==> config.mk <==
export PLATFORM = sky130hd
export DESIGN_NAME = dph_top
export DESIGN_NICKNAME = d
export VERILOG_FILES = /design/src/dph_pkg.sv /design/src/dph_sync_if.sv /design/src/dph_top.sv /design/src/dph_sync.sv
export SDC_FILE = /design/constraint.sdc
export NUM_CORES = 1
export LEC_CHECK = 0
export BUFFER_PORTS_ARGS = -buffer_cell sky130_fd_sc_hd__buf_2
export CORE_UTILIZATION = 44
export CTS_CLUSTER_SIZE = 20
export DETAILED_ROUTE_END_ITERATION = 8
export GPL_TIMING_DRIVEN = 0
export PLACE_DENSITY = 0.7
export SKIP_LAST_GASP = 1
export SYNTH_ARGS = -nofsm -noshare
export SYNTH_HDL_FRONTEND = slang
export SYNTH_SLANG_ARGS = --single-unit
==> constraint.sdc <==
create_clock -name clk_i -period 3.1 [get_ports clk_i]
set_input_delay 0.31 -clock clk_i [delete_from_list [all_inputs] [get_ports clk_i]]
set_output_delay 0.31 -clock clk_i [all_outputs]
set_load 0.1 [all_outputs]
==> src/dph_pkg.sv <==
// Purpose: Shared constants for the DMA handshake and DRAM strobe block.
// Assumes: One 100 MHz system clock; request, acknowledge and strobe pins are active low.
// Notes:   Pin bit 0 of the data bus carries the most significant bit.
package dph_pkg;
    localparam int          CHAN_NUM      = 4;
    localparam int          EXT_CHAN      = 3;
    localparam int          DATA_W        = 32;
    localparam int          BANK_NUM      = 4;
    localparam int          BANK_W        = 2;
    localparam int          CNT_W         = 4;
    localparam int          SYNC_W        = CHAN_NUM + 1 + DATA_W;
    localparam int          SYNC_EXT_WR   = CHAN_NUM;
    localparam int          SYNC_DATA_LO  = CHAN_NUM + 1;
    localparam int          XFER_CYCLES   = 4;
    localparam int          ACCESS_CYCLES = 2;
    localparam logic        PIN_IDLE      = 1'h1;
    localparam logic        PIN_ACTIVE    = 1'h0;
    localparam logic [CNT_W-1:0] CNT_ZERO = 4'h0;
    localparam logic [CNT_W-1:0] CNT_ONE  = 4'h1;

    typedef enum logic [2:0] {
        ST_IDLE,
        ST_CHAN,
        ST_EXT_ACC,
        ST_EXT_DATA,
        ST_EXT_END
    } dph_state_t;
endpackage

==> src/dph_sync_if.sv <==
// Purpose: Carries raw pin levels into the synchroniser and back out.
// Assumes: Used only between the block's own modules.
// Notes:   Raw side is asynchronous; sync side is on clk_i.
`timescale 1ns/1ps
interface dph_sync_if #(parameter int W = 1);
    logic [W-1:0] raw;
    logic [W-1:0] sync;
    modport src (output raw, input sync);
    modport snk (input raw, output sync);
endinterface

==> src/dph_top.sv <==
// Summary of operation
// Peripheral drives low request to ask service.
// Acknowledge held active during channel transfer.
// While master, pin three is channel request.
// Not master, pin three requests external DRAM.
// While master, pin three ack is channel ack.
// Not master, pin three ack marks valid data.
// Read strobe active on any DRAM read.
// Read strobe lets only selected bank drive.
// Write strobe active on any DRAM write.
// Data pin zero is the most significant bit.
// Requests pass two flops before arbitration.
//
// Purpose: DMA request/acknowledge pins and DRAM strobes for own DMA
//          transfers and for an external master's DRAM accesses.
// Assumes: bus_master_i comes from on-chip logic on clk_i.
// Notes:   Channel 0 has highest priority; each transfer is one access.
`timescale 1ns/1ps
module dph_top
    import dph_pkg::*;
#(
    parameter int XFER_LEN = dph_pkg::XFER_CYCLES,
    parameter int ACC_LEN  = dph_pkg::ACCESS_CYCLES
) (
    // Clock and reset
    input  wire logic                          clk_i,
    input  wire logic                          rstn_i,
    // Ownership and transfer set-up from on-chip logic
    input  wire logic                          bus_master_i,
    input  wire logic [dph_pkg::CHAN_NUM-1:0]  chan_write_i,
    input  wire logic [dph_pkg::BANK_W-1:0]    dram_bank_i,
    input  wire logic [dph_pkg::DATA_W-1:0]    xfer_wdata_i,
    output logic      [dph_pkg::DATA_W-1:0]    xfer_rdata_o,
    // Request pins; channel 3 doubles as the external master request
    input  wire logic                          chan0_xfer_req_n_i,
    input  wire logic                          chan1_xfer_req_n_i,
    input  wire logic                          chan2_xfer_req_n_i,
    input  wire logic                          chan3_xfer_req_n_i,
    input  wire logic                          ext_master_write_i,
    // Acknowledge pins; channel 3 doubles as external data valid
    output logic                               chan0_xfer_ack_n_o,
    output logic                               chan1_xfer_ack_n_o,
    output logic                               chan2_xfer_ack_n_o,
    output logic                               chan3_xfer_ack_n_o,
    // DRAM strobes and bank enables
    output logic                               dram_read_strobe_n_o,
    output logic                               dram_write_strobe_n_o,
    output logic      [dph_pkg::BANK_NUM-1:0]  dram_bank_en_o,
    // Data bus pins, index 0 is the most significant bit
    input  wire logic [0:dph_pkg::DATA_W-1]    data_bus_i,
    output logic      [0:dph_pkg::DATA_W-1]    data_bus_o,
    output logic                               data_bus_oe_o
);
    import dph_pkg::*;

    localparam logic [CNT_W-1:0] XFER_LAST = CNT_W'(XFER_LEN - 1);
    localparam logic [CNT_W-1:0] ACC_LAST  = CNT_W'(ACC_LEN - 1);

    // ------------------------------------------------------------
    // Helpers
    // ------------------------------------------------------------
    // Pin 0 is the word's bit 31. A plain assignment between the [0:31]
    // pins and a [31:0] word maps left to right, so no swap is needed.
    function automatic logic [BANK_NUM-1:0] one_hot(
        input logic [BANK_W-1:0] sel
    );
        logic [BANK_NUM-1:0] r;
        r = '0;
        r[sel] = 1'h1;
        return r;
    endfunction

    // ------------------------------------------------------------
    // Input synchronisers
    // ------------------------------------------------------------
    dph_sync_if #(.W(SYNC_W)) sif ();

    assign sif.raw = {data_bus_i, ext_master_write_i, chan3_xfer_req_n_i,
                      chan2_xfer_req_n_i, chan1_xfer_req_n_i,
                      chan0_xfer_req_n_i};

    dph_sync #(
        .W       (SYNC_W),
        .RST_VAL ({{(SYNC_W-CHAN_NUM){1'h0}}, {CHAN_NUM{1'h1}}})
    ) u_sync (
        .clk_i   (clk_i),
        .rstn_i  (rstn_i),
        .sif     (sif)
    );

    logic [CHAN_NUM-1:0] req_n_s;
    logic                ext_wr_s;
    logic [DATA_W-1:0]   data_s;
    logic [CHAN_NUM-1:0] chan_req;

    assign req_n_s  = sif.sync[CHAN_NUM-1:0];
    assign ext_wr_s = sif.sync[SYNC_EXT_WR];
    assign data_s   = sif.sync[SYNC_W-1:SYNC_DATA_LO];
    // Channel 3 only counts as a DMA request while we own the bus.
    assign chan_req = ~req_n_s & {bus_master_i, 3'h7};

    // ------------------------------------------------------------
    // Sequencer
    // ------------------------------------------------------------
    dph_state_t                  state;
    dph_state_t                  next_state;
    logic [CNT_W-1:0]            cnt;
    logic [CNT_W-1:0]            next_cnt;
    logic [1:0]                  chan;
    logic [1:0]                  next_chan;
    logic                        wr;
    logic                        next_wr;

    always_comb begin
        next_state = state;
        next_cnt   = cnt;
        next_chan  = chan;
        next_wr    = wr;
        case (state)
            ST_IDLE: begin
                if (bus_master_i && (|chan_req)) begin
                    next_state = ST_CHAN;
                    next_cnt   = XFER_LAST;
                    next_chan  = chan_req[0] ? 2'h0 :
                                 chan_req[1] ? 2'h1 :
                                 chan_req[2] ? 2'h2 : 2'h3;
                    next_wr    = chan_write_i[next_chan];
                end else if (!bus_master_i && !req_n_s[EXT_CHAN]) begin
                    next_state = ST_EXT_ACC;
                    next_cnt   = ACC_LAST;
                    next_wr    = ext_wr_s;
                end
            end
            ST_CHAN: begin
                if (cnt == CNT_ZERO) begin
                    next_state = ST_IDLE;
                end else begin
                    next_cnt = cnt - CNT_ONE;
                end
            end
            ST_EXT_ACC: begin
                if (cnt == CNT_ZERO) begin
                    next_state = ST_EXT_DATA;
                end else begin
                    next_cnt = cnt - CNT_ONE;
                end
            end
            ST_EXT_DATA: begin
                next_state = ST_EXT_END;
            end
            ST_EXT_END: begin
                // One access per request: wait for the master to let go.
                if (req_n_s[EXT_CHAN] || bus_master_i) begin
                    next_state = ST_IDLE;
                end
            end
            default: begin
                next_state = ST_IDLE;
            end
        endcase
    end

    always_ff @(posedge clk_i) begin
        if (!rstn_i) begin
            state <= ST_IDLE;
            cnt   <= CNT_ZERO;
            chan  <= 2'h0;
            wr    <= 1'h0;
        end else begin
            state <= next_state;
            cnt   <= next_cnt;
            chan  <= next_chan;
            wr    <= next_wr;
        end
    end

    // ------------------------------------------------------------
    // Pin outputs, registered from the next state
    // ------------------------------------------------------------
    logic in_chan;
    logic dram_busy;

    assign in_chan   = (next_state == ST_CHAN);
    assign dram_busy = in_chan || (next_state == ST_EXT_ACC) ||
                       (next_state == ST_EXT_DATA);

    always_ff @(posedge clk_i) begin
        if (!rstn_i) begin
            chan0_xfer_ack_n_o <= PIN_IDLE;
            chan1_xfer_ack_n_o <= PIN_IDLE;
            chan2_xfer_ack_n_o <= PIN_IDLE;
            chan3_xfer_ack_n_o <= PIN_IDLE;
        end else begin
            chan0_xfer_ack_n_o <= ~(in_chan && next_chan == 2'h0);
            chan1_xfer_ack_n_o <= ~(in_chan && next_chan == 2'h1);
            chan2_xfer_ack_n_o <= ~(in_chan && next_chan == 2'h2);
            // Channel ack while master, data valid otherwise.
            chan3_xfer_ack_n_o <= ~((in_chan && next_chan == 2'h3) ||
                                   next_state == ST_EXT_DATA);
        end
    end

    always_ff @(posedge clk_i) begin
        if (!rstn_i) begin
            dram_read_strobe_n_o  <= PIN_IDLE;
            dram_write_strobe_n_o <= PIN_IDLE;
            dram_bank_en_o        <= '0;
        end else begin
            dram_read_strobe_n_o  <= ~(dram_busy && !next_wr);
            dram_write_strobe_n_o <= ~(dram_busy && next_wr);
            dram_bank_en_o <= dram_busy ? one_hot(dram_bank_i) : '0;
        end
    end

    // The external master drives its own write data, so we only drive
    // the bus for our own writes and never while a bank is read.
    always_ff @(posedge clk_i) begin
        if (!rstn_i) begin
            data_bus_oe_o <= 1'h0;
            data_bus_o    <= '0;
            xfer_rdata_o  <= '0;
        end else begin
            data_bus_oe_o <= in_chan && next_wr;
            data_bus_o    <= xfer_wdata_i;
            if (state == ST_CHAN && !wr && cnt == CNT_ZERO) begin
                xfer_rdata_o <= data_s;
            end
        end
    end
endmodule

==> src/dph_sync.sv <==
// Purpose: Two-flop synchroniser for every asynchronous pin input.
// Assumes: Synchronous active-low reset.
// Notes:   The first stage feeds only the second stage.
`timescale 1ns/1ps
module dph_sync #(
    parameter int           W       = 1,
    parameter logic [W-1:0] RST_VAL = '1
) (
    // Clock and reset
    input  wire logic clk_i,
    input  wire logic rstn_i,
    // Pins in, synchronised levels out
    dph_sync_if.snk   sif
);
    logic [W-1:0] stage1;
    logic [W-1:0] stage2;

    always_ff @(posedge clk_i) begin
        if (!rstn_i) begin
            stage1 <= RST_VAL;
            stage2 <= RST_VAL;
        end else begin
            stage1 <= sif.raw;
            stage2 <= stage1;
        end
    end

    assign sif.sync = stage2;
endmodule

==> results.txt, run 1 <==
----------------------------------------------------
[Floorplan]
  Die H ... between 100 and 150 um
  Cell row count ... 38
  Die boundary width ... between 100 and 150 um
  Floorplan die area ... about 12,000 sq um
  Initial cell density of the core ... 0.457
  Core Region ... 10,900 sq um
  Number of placed I/O pins ... 153

[Global route]
  Vias in the first global route ... around 3,400
  Leftover overflow at the end of global routing ... 0
  Tot GR Track Use ... 0.176
  Maximum number of pins on one net before global-route repair ... 17
  Antenna violations before repair ... 0
  Global-route wire length before repair ... approximately 15,000 um

[Worst setup path]
  FF-to-FF Start ... cnt[0]
  Path depth of the worst reg2reg path ... 6
  Kind of launch point of the worst setup path ... flop
  Data required time of the worst path ... around 3.4 ns
  CP Data Arrival Time ... approximately 2.2 ns
  Kind of capture point of the worst setup path ... flop
  Worst setup path startpoint ... cnt[0]
  Critical path fanouts, max ... 6
  FF-to-FF End ... data_bus_oe_o
  Critical path capture point ... data_bus_oe_o
  Startpoint-to-endpoint class of the critical path ... flop to flop
  R2R Setup Slk ... about 1.2 ns

[CTS]
  Post-CTS Hold Fix Bufs ... 0
  H-tree depth reported by CTS ... 4
  Post-CTS setup repair buffer count ... 0
  TritonCTS clock tree ... yes
  Clock slew at the register clock pins of the worst setup and hold paths ... ~0.060 ns
  Number of gates resized after CTS ... 0
  Maximum count of clock buffers along a single path ... 2
  Worst-skew pair later-pin latency ... ~0.42 ns
  TritonCTS Buffers ... 17
  Root Buffer Master ... clkbuf_16
  TritonCTS sink count ... around 160

[Yosys]
  Gate count after technology mapping ... 472
  Mapped Area ... 5000 sq um
  Number of warnings printed during yosys synthesis ... 0
  Number of distinct standard cells referenced by the synthesized netlist ... between 40 and 50
  Sequential cell area fraction in the yosys report ... 0.637
  Register bit count reported by yosys ... approximately 160
  Per-instance average area after synthesis ... 10.6 sq um
  Most common flop cell mapped by yosys ... dfxtp_1
  Share of async-settable or async-resettable flops after synthesis ... 0
  Number of enable flip-flop cells after synthesis ... 0
  Net count after synthesis ... 552

[Run]
  Max-cap viol count ... 0

[Outcome]
  Outcome ... completed

[Detailed routing]
  Post-DRT Antenna Nets ... 0
  Initial DRT Pass Iterations ... 4
  Via count normalized by instance count ... between 4 and 5
  Detailed Route WL ... 9710 um
  Total via count in the routed design ... roughly 3,600
  1st-iter DRT viols ... 105
  Routed length per placed instance ... between 10 and 15 um
  DRC violations left ... 0

[Finish]
  Filler Cells Inserted ... around 960
  Final core area utilization ... 0.594
  Antenna diode count ... 0
  Final std cells w/o fill ... around 790
  Proportion of layout cells with a drive suffix above 1 ... 0.298
  Area growth from synthesis to layout ... 29.8%
  Final net count ... between 700 and 800

[Hold path]
  Hold crit path type ... input pin to flop

[Place]
  DP Cell Count ... between 700 and 800
  Hpwl dp ... 7100 um
  Number of port buffers ... 150
  Final estimated routing congestion in global placement ... 0.812
  Setup slack at placement ... around 1.2 ns

[STA]
  Final WS setup ... 1.17 ns
  Final hold vios ... 0
  Time the worst path needs with I/O delays and setup ... between 1.5 and 2 ns
  RSZ-0062 raised after global routing ... no
  Post-route fraction of the period consumed by the critical path ... 0.622
  Fin. max-slew vios ... 0
  Actual transition at the worst max-transition pin ... between 0.5 and 0.6 ns
  Count of final setup violators ... 0
  Largest clock skew in the final design ... 0.00463 ns
  Max-Slew Margin vs Limit ... 0.612
  Maximum frequency from static timing analysis ... between 0.5 and 0.6 GHz
  Setup_tns ... 0 ns

[Pwr]
  Share of total power in sequential cells ... 0.461
  Pwr dens ... just over 700 nW/um^2
  Cell leakage power ... about 3 nW
  Share of power burned in the clock network ... 0.415
  Switching power of the nets ... between 0.001 and 0.0015 W
  Combinational Power Share ... 0.125
  Switching share of total power ... 0.253
  IR Drop Worst-Case VDD ... about 460 uV
  Internal power ... between 0.003 and 0.004 W

----------------------------------------------------
registers in the layout, indices dropped and copies added, names as in the netlist:
signal                 count
chan                       2
chan0_xfer_ack_n_o         1
chan1_xfer_ack_n_o         1
chan2_xfer_ack_n_o         1
chan3_xfer_ack_n_o         1
cnt                        4
data_bus_o                32
data_bus_oe_o              1
dram_bank_en_o             4
dram_read_strobe_n_o       1
dram_write_strobe_n_o      1
state                      3
u_sync.sif.sync           37
u_sync.stage1             37
wr                         1
xfer_rdata_o              32
power by group through the flow:
| stage | combinational (W) | clock [W] | sequential (W) |
|---|---|---|---|
| 2_1_floorplan | 0.000200 | 0 | 0.00246 |
| 3_3_place_gp | 0.000577 | 0 | 0.00221 |
| 3_5_place_dp | 0.000591 | 0 | 0.00221 |
| 4_1_cts | 0.000592 | 0.00199 | 0.00217 |
| 5_1_grt | 0.000627 | 0.00207 | 0.00218 |
| 6_report | 0.000587 | 0.00195 | 0.00217 |
cell families (layout without fill, tap and decap cells):
family,Yosys count,in the layout,share of synthesized area
and+or+nand+nor,220,220,0.249
DFF,159,159,0.637
AOI/OAI and AO/OA,49,49,0.0606
buffers and inverters,35,214,0.0358
muxes,4,4,0.00801
xor gates and xnor gates,3,3,0.00526
adders and majority gates,2,2,0.00500
critical path, cell delays in order (launching register included):
cell	delay, ns
dfxtp_1	0.34
inv_1	0.10
ha_1	0.16
nor3b_4	0.30
mux2i_1	0.44
o21ai_0	0.24
and4b_1	0.25
area by class of cell:
cell class	instances	area, sq um	area share
plain buffers	28	153	0.0235
clock buffers	23	508	0.0783
clock inverters	6	57.6	0.00887
inverters	7	26.3	0.00405
multi-input cells	278	1640	0.252
flip-flops and latches	159	3180	0.490
well taps	140	175	0.0270
repair buffers	150	751	0.116
synthesized netlist by cell type (all sizes together) (3+ instances only):
| library cell | instances | area (sq um) |
|---|---|---|
| dfxtp | 159 | 3180 |
| and2 | 102 | 638 |
| nand2 | 67 | 251 |
| a21oi | 33 | 165 |
| clkbuf | 18 | 67.6 |
| nand2b | 11 | 68.8 |
| nor2 | 11 | 41.3 |
| buf | 10 | 85.1 |
| inv | 7 | 26.3 |
| and4 | 4 | 35.0 |
| mux2i | 4 | 40.0 |
| nand3 | 4 | 32.5 |
| nor3 | 4 | 31.3 |
| nor2b | 3 | 18.8 |
| o211ai | 3 | 27.5 |
| o21ai | 3 | 15.0 |
| xnor2 | 3 | 26.3 |
worst min-delay path by stage:
stage | from | to | slack [ns] | cells after the start
after CTS | chan3_xfer_req_n_i | u_sync.stage1[3] | 0.06 | 2
final | chan2_xfer_req_n_i | u_sync.stage1[2] | 0.07 | 2
after global placement | u_sync.stage1[3] | u_sync.sif.sync[3] | 0.39 | 1
after floorplan | u_sync.stage1[0] | u_sync.sif.sync[0] | 0.39 | 1
after detailed placement | u_sync.stage1[2] | u_sync.sif.sync[2] | 0.39 | 1
after global routing | chan3_xfer_req_n_i | u_sync.stage1[3] | 0.06 | 2
routing by layer:
metal	GRT usage	part of all wire	vias up
met5	0	0	-
met4	0.109	0.028	0
met3	0.0567	0.055	21
met2	0.300	0.50	99
met1	0.188	0.42	1620
li1	-	-	1853
per-stage QoR:
step / total power (W) / cell area, sq um / hold slack [ns]
2_1_floorplan: 0.00266 / 5000 / 0.386
3_3_place_gp: 0.00278 / 5930 / 0.391
3_5_place_dp: 0.00280 / 5930 / 0.392
4_1_cts: 0.00475 / 6490 / 0.0573
5_1_grt: 0.00488 / 6490 / 0.0647
6_report: 0.00470 / 6490 / 0.0737
layout by cell type, fill, tap and decap left out, drive strengths merged, types with 2 or more instances in the layout:
master	netlist	routed
clkinv	0	4
nor2b	3	3
buf	10	160
xnor2	3	3
ha	2	2
o311a	2	2
o21ai	3	3
nand2b	11	11
a21oi	33	33
and2	102	102
o211ai	3	3
nand3b	2	2
nand2	67	67
nor3	4	4
and3	2	2
mux2i	4	4
nor2	11	11
and4	4	4
inv	7	7
nand3	4	4
dfxtp	159	159
nor4b	2	2
clkbuf	18	41
Note: power is estimated with default switching activity, not from simulation.
==> inputs of run 2 (changes only) <==
Settings changed: PLACE_DENSITY 0.7 to 0.73.
Clock period 3.1 ns to 1.65 ns, I/O delays scaled along.
==> run 2 against run 1 <==
Critical path depth unchanged. Largest cell class unchanged. Utilization up 7.6 points. Clock skew up 0.0043 ns. Combinational power up 130%. Critical endpoint unchanged. Sequential cell count stayed put. Die area is the same. Count of clock-buffer cells in the layout did not move. Register-to-register slack got worse by 1.2 ns. Global-route usage grew 2.2 points. Cell area up 13%.
==> results.txt, run 2 (synthesis gave the netlist of run 1 again) <==
----------------------------------------------------
[Floorplan]
  Core Region ... about 11,000 sq um
  Floorplan die area ... approximately 12,000 sq um
  Cell row count ... 38
  Die boundary width ... 109 um
  Die H ... ~110 um
  Number of placed I/O pins ... 153
  Initial cell density of the core ... 0.457

[Finish]
  Proportion of layout cells with a drive suffix above 1 ... 0.296
  Multi-input combinational cell area ... about 1700 sq um
  Most common cell after layout, fill and taps aside ... dfxtp_1
  Antenna diode count ... 0
  Top library cells by usage in the layout, fill and taps aside ... dfxtp_1, buf_2, and2_1
  Area growth from synthesis to layout ... 46.5%
  Final net count ... around 800
  Combined flip-flop and latch cell area ... 3190 sq um
  Filler Cells Inserted ... just over 800

[Pwr]
  IR Drop Worst-Case VDD ... approximately 960 uV
  Pwr dens ... ~1300 nW/um^2
  Cell leakage power ... between 3 and 4 nW

[Hold path]
  Hold crit path type ... input pin to flop

[CTS]
  Root Buffer Master ... clkbuf_16
  H-tree depth reported by CTS ... 4
  TritonCTS Buffers ... 17
  TritonCTS sink count ... ~160
  Clock slew at the register clock pins of the worst setup and hold paths ... ~0.060 ns
  TritonCTS clock tree ... yes
  Maximum count of clock buffers along a single path ... 2
  Worst-skew pair later-pin latency ... about 0.42 ns

[Detailed routing]
  Initial DRT Pass Iterations ... 4
  Total via count in the routed design ... 3,904
  Post-DRT Antenna Nets ... 0
  Routed length per placed instance ... about 13 um
  1st-iter DRT viols ... 89
  Detailed Route WL ... approximately 11,000 um
  DRC violations left ... 0
  Via count normalized by instance count ... 4.49

[Global route]
  Maximum number of pins on one net before global-route repair ... 17
  Leftover overflow at the end of global routing ... 0
  Tot GR Track Use ... 0.198
  Antenna violations before repair ... 0
  Global-route wire length before repair ... 17,400 um
  Vias in the first global route ... 3,905

[STA]
  Post-route fraction of the period consumed by the critical path ... 0.993
  Fin. max-slew vios ... 0
  RSZ-0062 raised after global routing ... yes
  Max-Slew Margin vs Limit ... 0.600
  Maximum frequency from static timing analysis ... slightly above 0.6 GHz
  Setup_tns ... 0 ns
  Actual transition at the worst max-transition pin ... 0.596 ns
  Largest clock skew in the final design ... around 0.0089 ns
  Final hold vios ... 0
  Final WS setup ... about 0.012 ns
  Time the worst path needs with I/O delays and setup ... between 1.5 and 2 ns
  Count of final setup violators ... 0

[Worst setup path]
  Data required time of the worst path ... between 1.5 and 2 ns
  Startpoint-to-endpoint class of the critical path ... flop to flop
  Critical path fanouts, max ... 5
  Kind of capture point of the worst setup path ... flop
  Kind of launch point of the worst setup path ... flop
  CP Data Arrival Time ... ~1.9 ns

[Outcome]
  Outcome ... completed

[Run]
  Max-cap viol count ... 0

[Place]
  Hpwl dp ... 6900 um
  Number of port buffers ... 150
  Setup slack at placement ... -0.240 ns
  Final estimated routing congestion in global placement ... 0.754

----------------------------------------------------
-- run 2: final timing paths --
check                   start                 end  slack (ns)  cells after the start
max                    cnt[1]       data_bus_oe_o        0.01                      6
min            dram_bank_i[1]   dram_bank_en_o[2]        0.04                      2
max reg2reg            cnt[1]       data_bus_oe_o        0.01                      6
min reg2reg  u_sync.stage1[0]  u_sync.sif.sync[0]        0.41                      1
-- run 2: where the power goes --
group	switching, W	leakage (nW)	internal (W)
registers	0.0000594	1.31	0.00402
clock network	0.00141	0.288	0.00235
logic	0.000852	1.67	0.000478
-- run 2: cell type report --
class / instances / area share
Buffer: 28 / 0.0213
Multi-Input combinational cell: 278 / 0.232
Inverter: 7 / 0.00359
Clock inverter: 7 / 0.0116
Tap cell: 140 / 0.0239
Timing Repair Buffer: 228 / 0.206
Clock buffer: 23 / 0.0666
Sequential cell: 159 / 0.435
-- run 2: metrics by stage --
| stage | total power (W) | cells | hold slack, ns | instance area [sq um] | util |
|---|---|---|---|---|---|
| final | 0.00917 | 870 | 0.0405 | 7330 | 0.670 |
| after floorplan | 0.00501 | 472 | 0.266 | 5000 | - |
| after CTS | 0.00917 | 866 | 0.0207 | 7270 | 0.664 |
| after global placement | 0.00523 | 762 | 0.348 | 5930 | 0.542 |
| after global routing | 0.00948 | 870 | 0.0313 | 7330 | 0.670 |
| after detailed placement | 0.00525 | 762 | 0.354 | 5930 | 0.542 |
-- run 2: layer usage --
layer,GRT usage,up-vias,share of wire,wire length [um]
met2,0.363,104,0.53,5890
li1,-,2010,-,-
met1,0.196,1767,0.40,4420
met5,0,-,0,0
met3,0.0747,23,0.052,577
met4,0.0898,0,0.025,278
-- run 2: critical path, stage by stage (launching register included) --
cell and delay [ns]:
dfxtp_2 0.33, inv_2 0.07, ha_4 0.13, nor3b_4 0.29, mux2i_2 0.33, o21ai_1 0.16
and4b_1 0.23
-- run 2: timing repair --
action                                  in CTS  in global routing
hold buffers                                69                  0
gates cloned                                 0                  0
pin swaps                                    5                  5
endpoints found under the setup margin      40                 43
gates resized for setup                     12                  8
hold endpoints to repair                    69                  0
setup buffers                                5                  4
==> inputs of run 3 (changes only) <==
Settings changed: PLACE_DENSITY 0.73 to 0.7.
Clock period 1.65 ns to 1.9 ns, I/O delays scaled along.
==> run 3 against run 2 <==
Via count fell by 0.54%. Clock power fell by 15%. First-iteration DRC count rose by 20%. Sequential power fell by 13%. Setup slack improved by 0.070 ns. Utilization fell by 1.2 points. Wire length fell by 2.2%. Die area did not move. Global-route usage fell by 0.18 points. Power fell by 15%. Count of clock-buffer cells in the layout did not move. Register-to-register slack improved by 0.07 ns. Largest cell class unchanged. Highest routed layer unchanged.
==> results.txt, run 3 (synthesis gave the netlist of run 1 again) <==
----------------------------------------------------
[Floorplan]
  Core Region ... approximately 11,000 sq um
  Cell row count ... 38
  Number of placed I/O pins ... around 150
  Initial cell density of the core ... 0.457
  Die boundary width ... between 100 and 150 um
  Die H ... between 100 and 150 um
  Floorplan die area ... between 10,000 and 15,000 sq um

[CTS]
  Maximum count of clock buffers along a single path ... 2
  Worst-skew pair later-pin latency ... roughly 0.42 ns
  TritonCTS sink count ... ~160
  H-tree depth reported by CTS ... 4
  TritonCTS Buffers ... 17
  Clock slew at the register clock pins of the worst setup and hold paths ... roughly 0.06 ns
  Root Buffer Master ... clkbuf_16
  TritonCTS clock tree ... yes

[Detailed routing]
  Via count normalized by instance count ... between 4 and 5
  Routed length per placed instance ... between 10 and 15 um
  DRC violations left ... 0
  1st-iter DRT viols ... 107
  Total via count in the routed design ... between 3,000 and 4,000
  Post-DRT Antenna Nets ... 0
  Detailed Route WL ... 10,900 um
  Initial DRT Pass Iterations ... 4

[Worst setup path]
  Highest cell delay on the worst timing path ... approximately 0.36 ns
  Crit path buf inv count ... 1
  List of cells traversed by the critical path ... inv_1 -> ha_1 -> nor3b_4 -> mux2i_4 -> o211ai_2 -> and4_1
  Family with the most delay on the worst path ... simple AND/OR/NAND/NOR gates
  Slowest stage cell on the critical path ... nor3b_4
  R2R Setup Slk ... about 0.081 ns
  CP Data Arrival Time ... ~2.1 ns
  Startpoint-to-endpoint class of the critical path ... flop to flop
  Kind of launch point of the worst setup path ... flop
  Depth of the critical timing path with buffers and inverters included ... 6
  Path depth of the worst reg2reg path ... 6
  Data required time of the worst path ... between 2 and 2.5 ns
  Kind of capture point of the worst setup path ... flop
  Critical path fanouts, max ... 6

[Hold path]
  Number of cells on the worst hold path ... 2
  Hold crit path type ... input pin to flop

[Finish]
  Final net count ... 790
  Final std cells w/o fill ... 860
  Proportion of layout cells with a drive suffix above 1 ... 0.275
  Final Instance Area ... roughly 7200 sq um
  Most common cell after layout, fill and taps aside ... dfxtp_1
  Antenna diode count ... 0
  Area growth from synthesis to layout ... 43.9%
  Top library cells by usage in the layout, fill and taps aside ... dfxtp_1, buf_2, and2_1

[STA]
  Final WS setup ... around 0.08 ns
  Time the worst path needs with I/O delays and setup ... between 1.5 and 2 ns
  Maximum frequency from static timing analysis ... approximately 0.55 GHz
  Count of final setup violators ... 0
  RSZ-0062 raised after global routing ... yes
  Actual transition at the worst max-transition pin ... around 0.61 ns
  Post-route fraction of the period consumed by the critical path ... 0.957
  Final hold vios ... 0
  Fin. max-slew vios ... 0
  Hold slack final ... approximately 0.013 ns
  Max-Slew Margin vs Limit ... 0.594
  Largest clock skew in the final design ... slightly below 0.007 ns

[Place]
  Setup slack at placement ... -0.0312 ns
  Placed cell area ... roughly 5900 sq um
  Number of port buffers ... 150
  Final estimated routing congestion in global placement ... 0.812
  DP Cell Count ... roughly 760
  Hpwl dp ... between 7000 and 8000 um

[Outcome]
  Outcome ... completed

[Global route]
  Vias in the first global route ... around 3,800
  Antenna violations before repair ... 0
  Global-route wire length before repair ... ~17,000 um
  Leftover overflow at the end of global routing ... 0
  Tot GR Track Use ... 0.196
  Maximum number of pins on one net before global-route repair ... 17

[Pwr]
  Cell leakage power ... about 3.2 nW
  Pwr dens ... between 1000 and 1500 nW/um^2
  IR Drop Worst-Case VDD ... about 750 uV

[Run]
  Max-cap viol count ... 0

----------------------------------------------------
-- run 3: final cells by class --
| class | instances | area, sq um |
|---|---|---|
| Buffer | 28 | 154 |
| Fill cell | 849 | 3740 |
| Clock buffer | 23 | 508 |
| Inverter | 7 | 26.3 |
| Timing Repair Buffer | 219 | 1440 |
| Sequential cell | 159 | 3180 |
| Multi-Input combinational cell | 278 | 1650 |
| Clock inverter | 6 | 57.6 |
| Tap cell | 140 | 175 |
-- run 3: worst paths after layout --
kind | from | end
worst min register to register | u_sync.stage1[3] | u_sync.sif.sync[3]
worst min-delay path | ext_master_write_i | u_sync.stage1[4]
worst max-delay path | cnt[0] | dram_bank_en_o[2]
worst max register to register | cnt[0] | dram_bank_en_o[2]
-- run 3: repair_timing --
item,4_1_cts,5_1_grt
setup buffers,0,1
setup endpoints to repair,6,18
resized for setup,1,5
endpoints found under the hold margin,68,0
hold buffers,68,0
-- run 3: through the flow --
step | util | power [W] | TNS [ns]
4_1_cts | 0.656 | 0.00786 | 0
5_1_grt | 0.658 | 0.00810 | -0.104
2_1_floorplan | - | 0.00435 | 0
3_5_place_dp | 0.542 | 0.00457 | -0.0362
6_report | 0.658 | 0.00782 | 0
3_3_place_gp | 0.542 | 0.00454 | 0
-- run 3: metal layers --
layer / track usage / wire length (um) / share of wire / up-vias
met5: 0 / 0 / 0 / -
met4: 0.104 / 246 / 0.023 / 0
met3: 0.0567 / 498 / 0.046 / 21
met2: 0.350 / 5610 / 0.51 / 98
met1: 0.208 / 4550 / 0.42 / 1774
li1: - / - / - / 1990
-- run 3: where the power goes --
group | switching, W | internal, W | leakage, nW
Clock | 0.00121 | 0.00198 | 0.283
Combinational | 0.000719 | 0.000372 | 1.63
Sequential | 0.0000523 | 0.00349 | 1.31
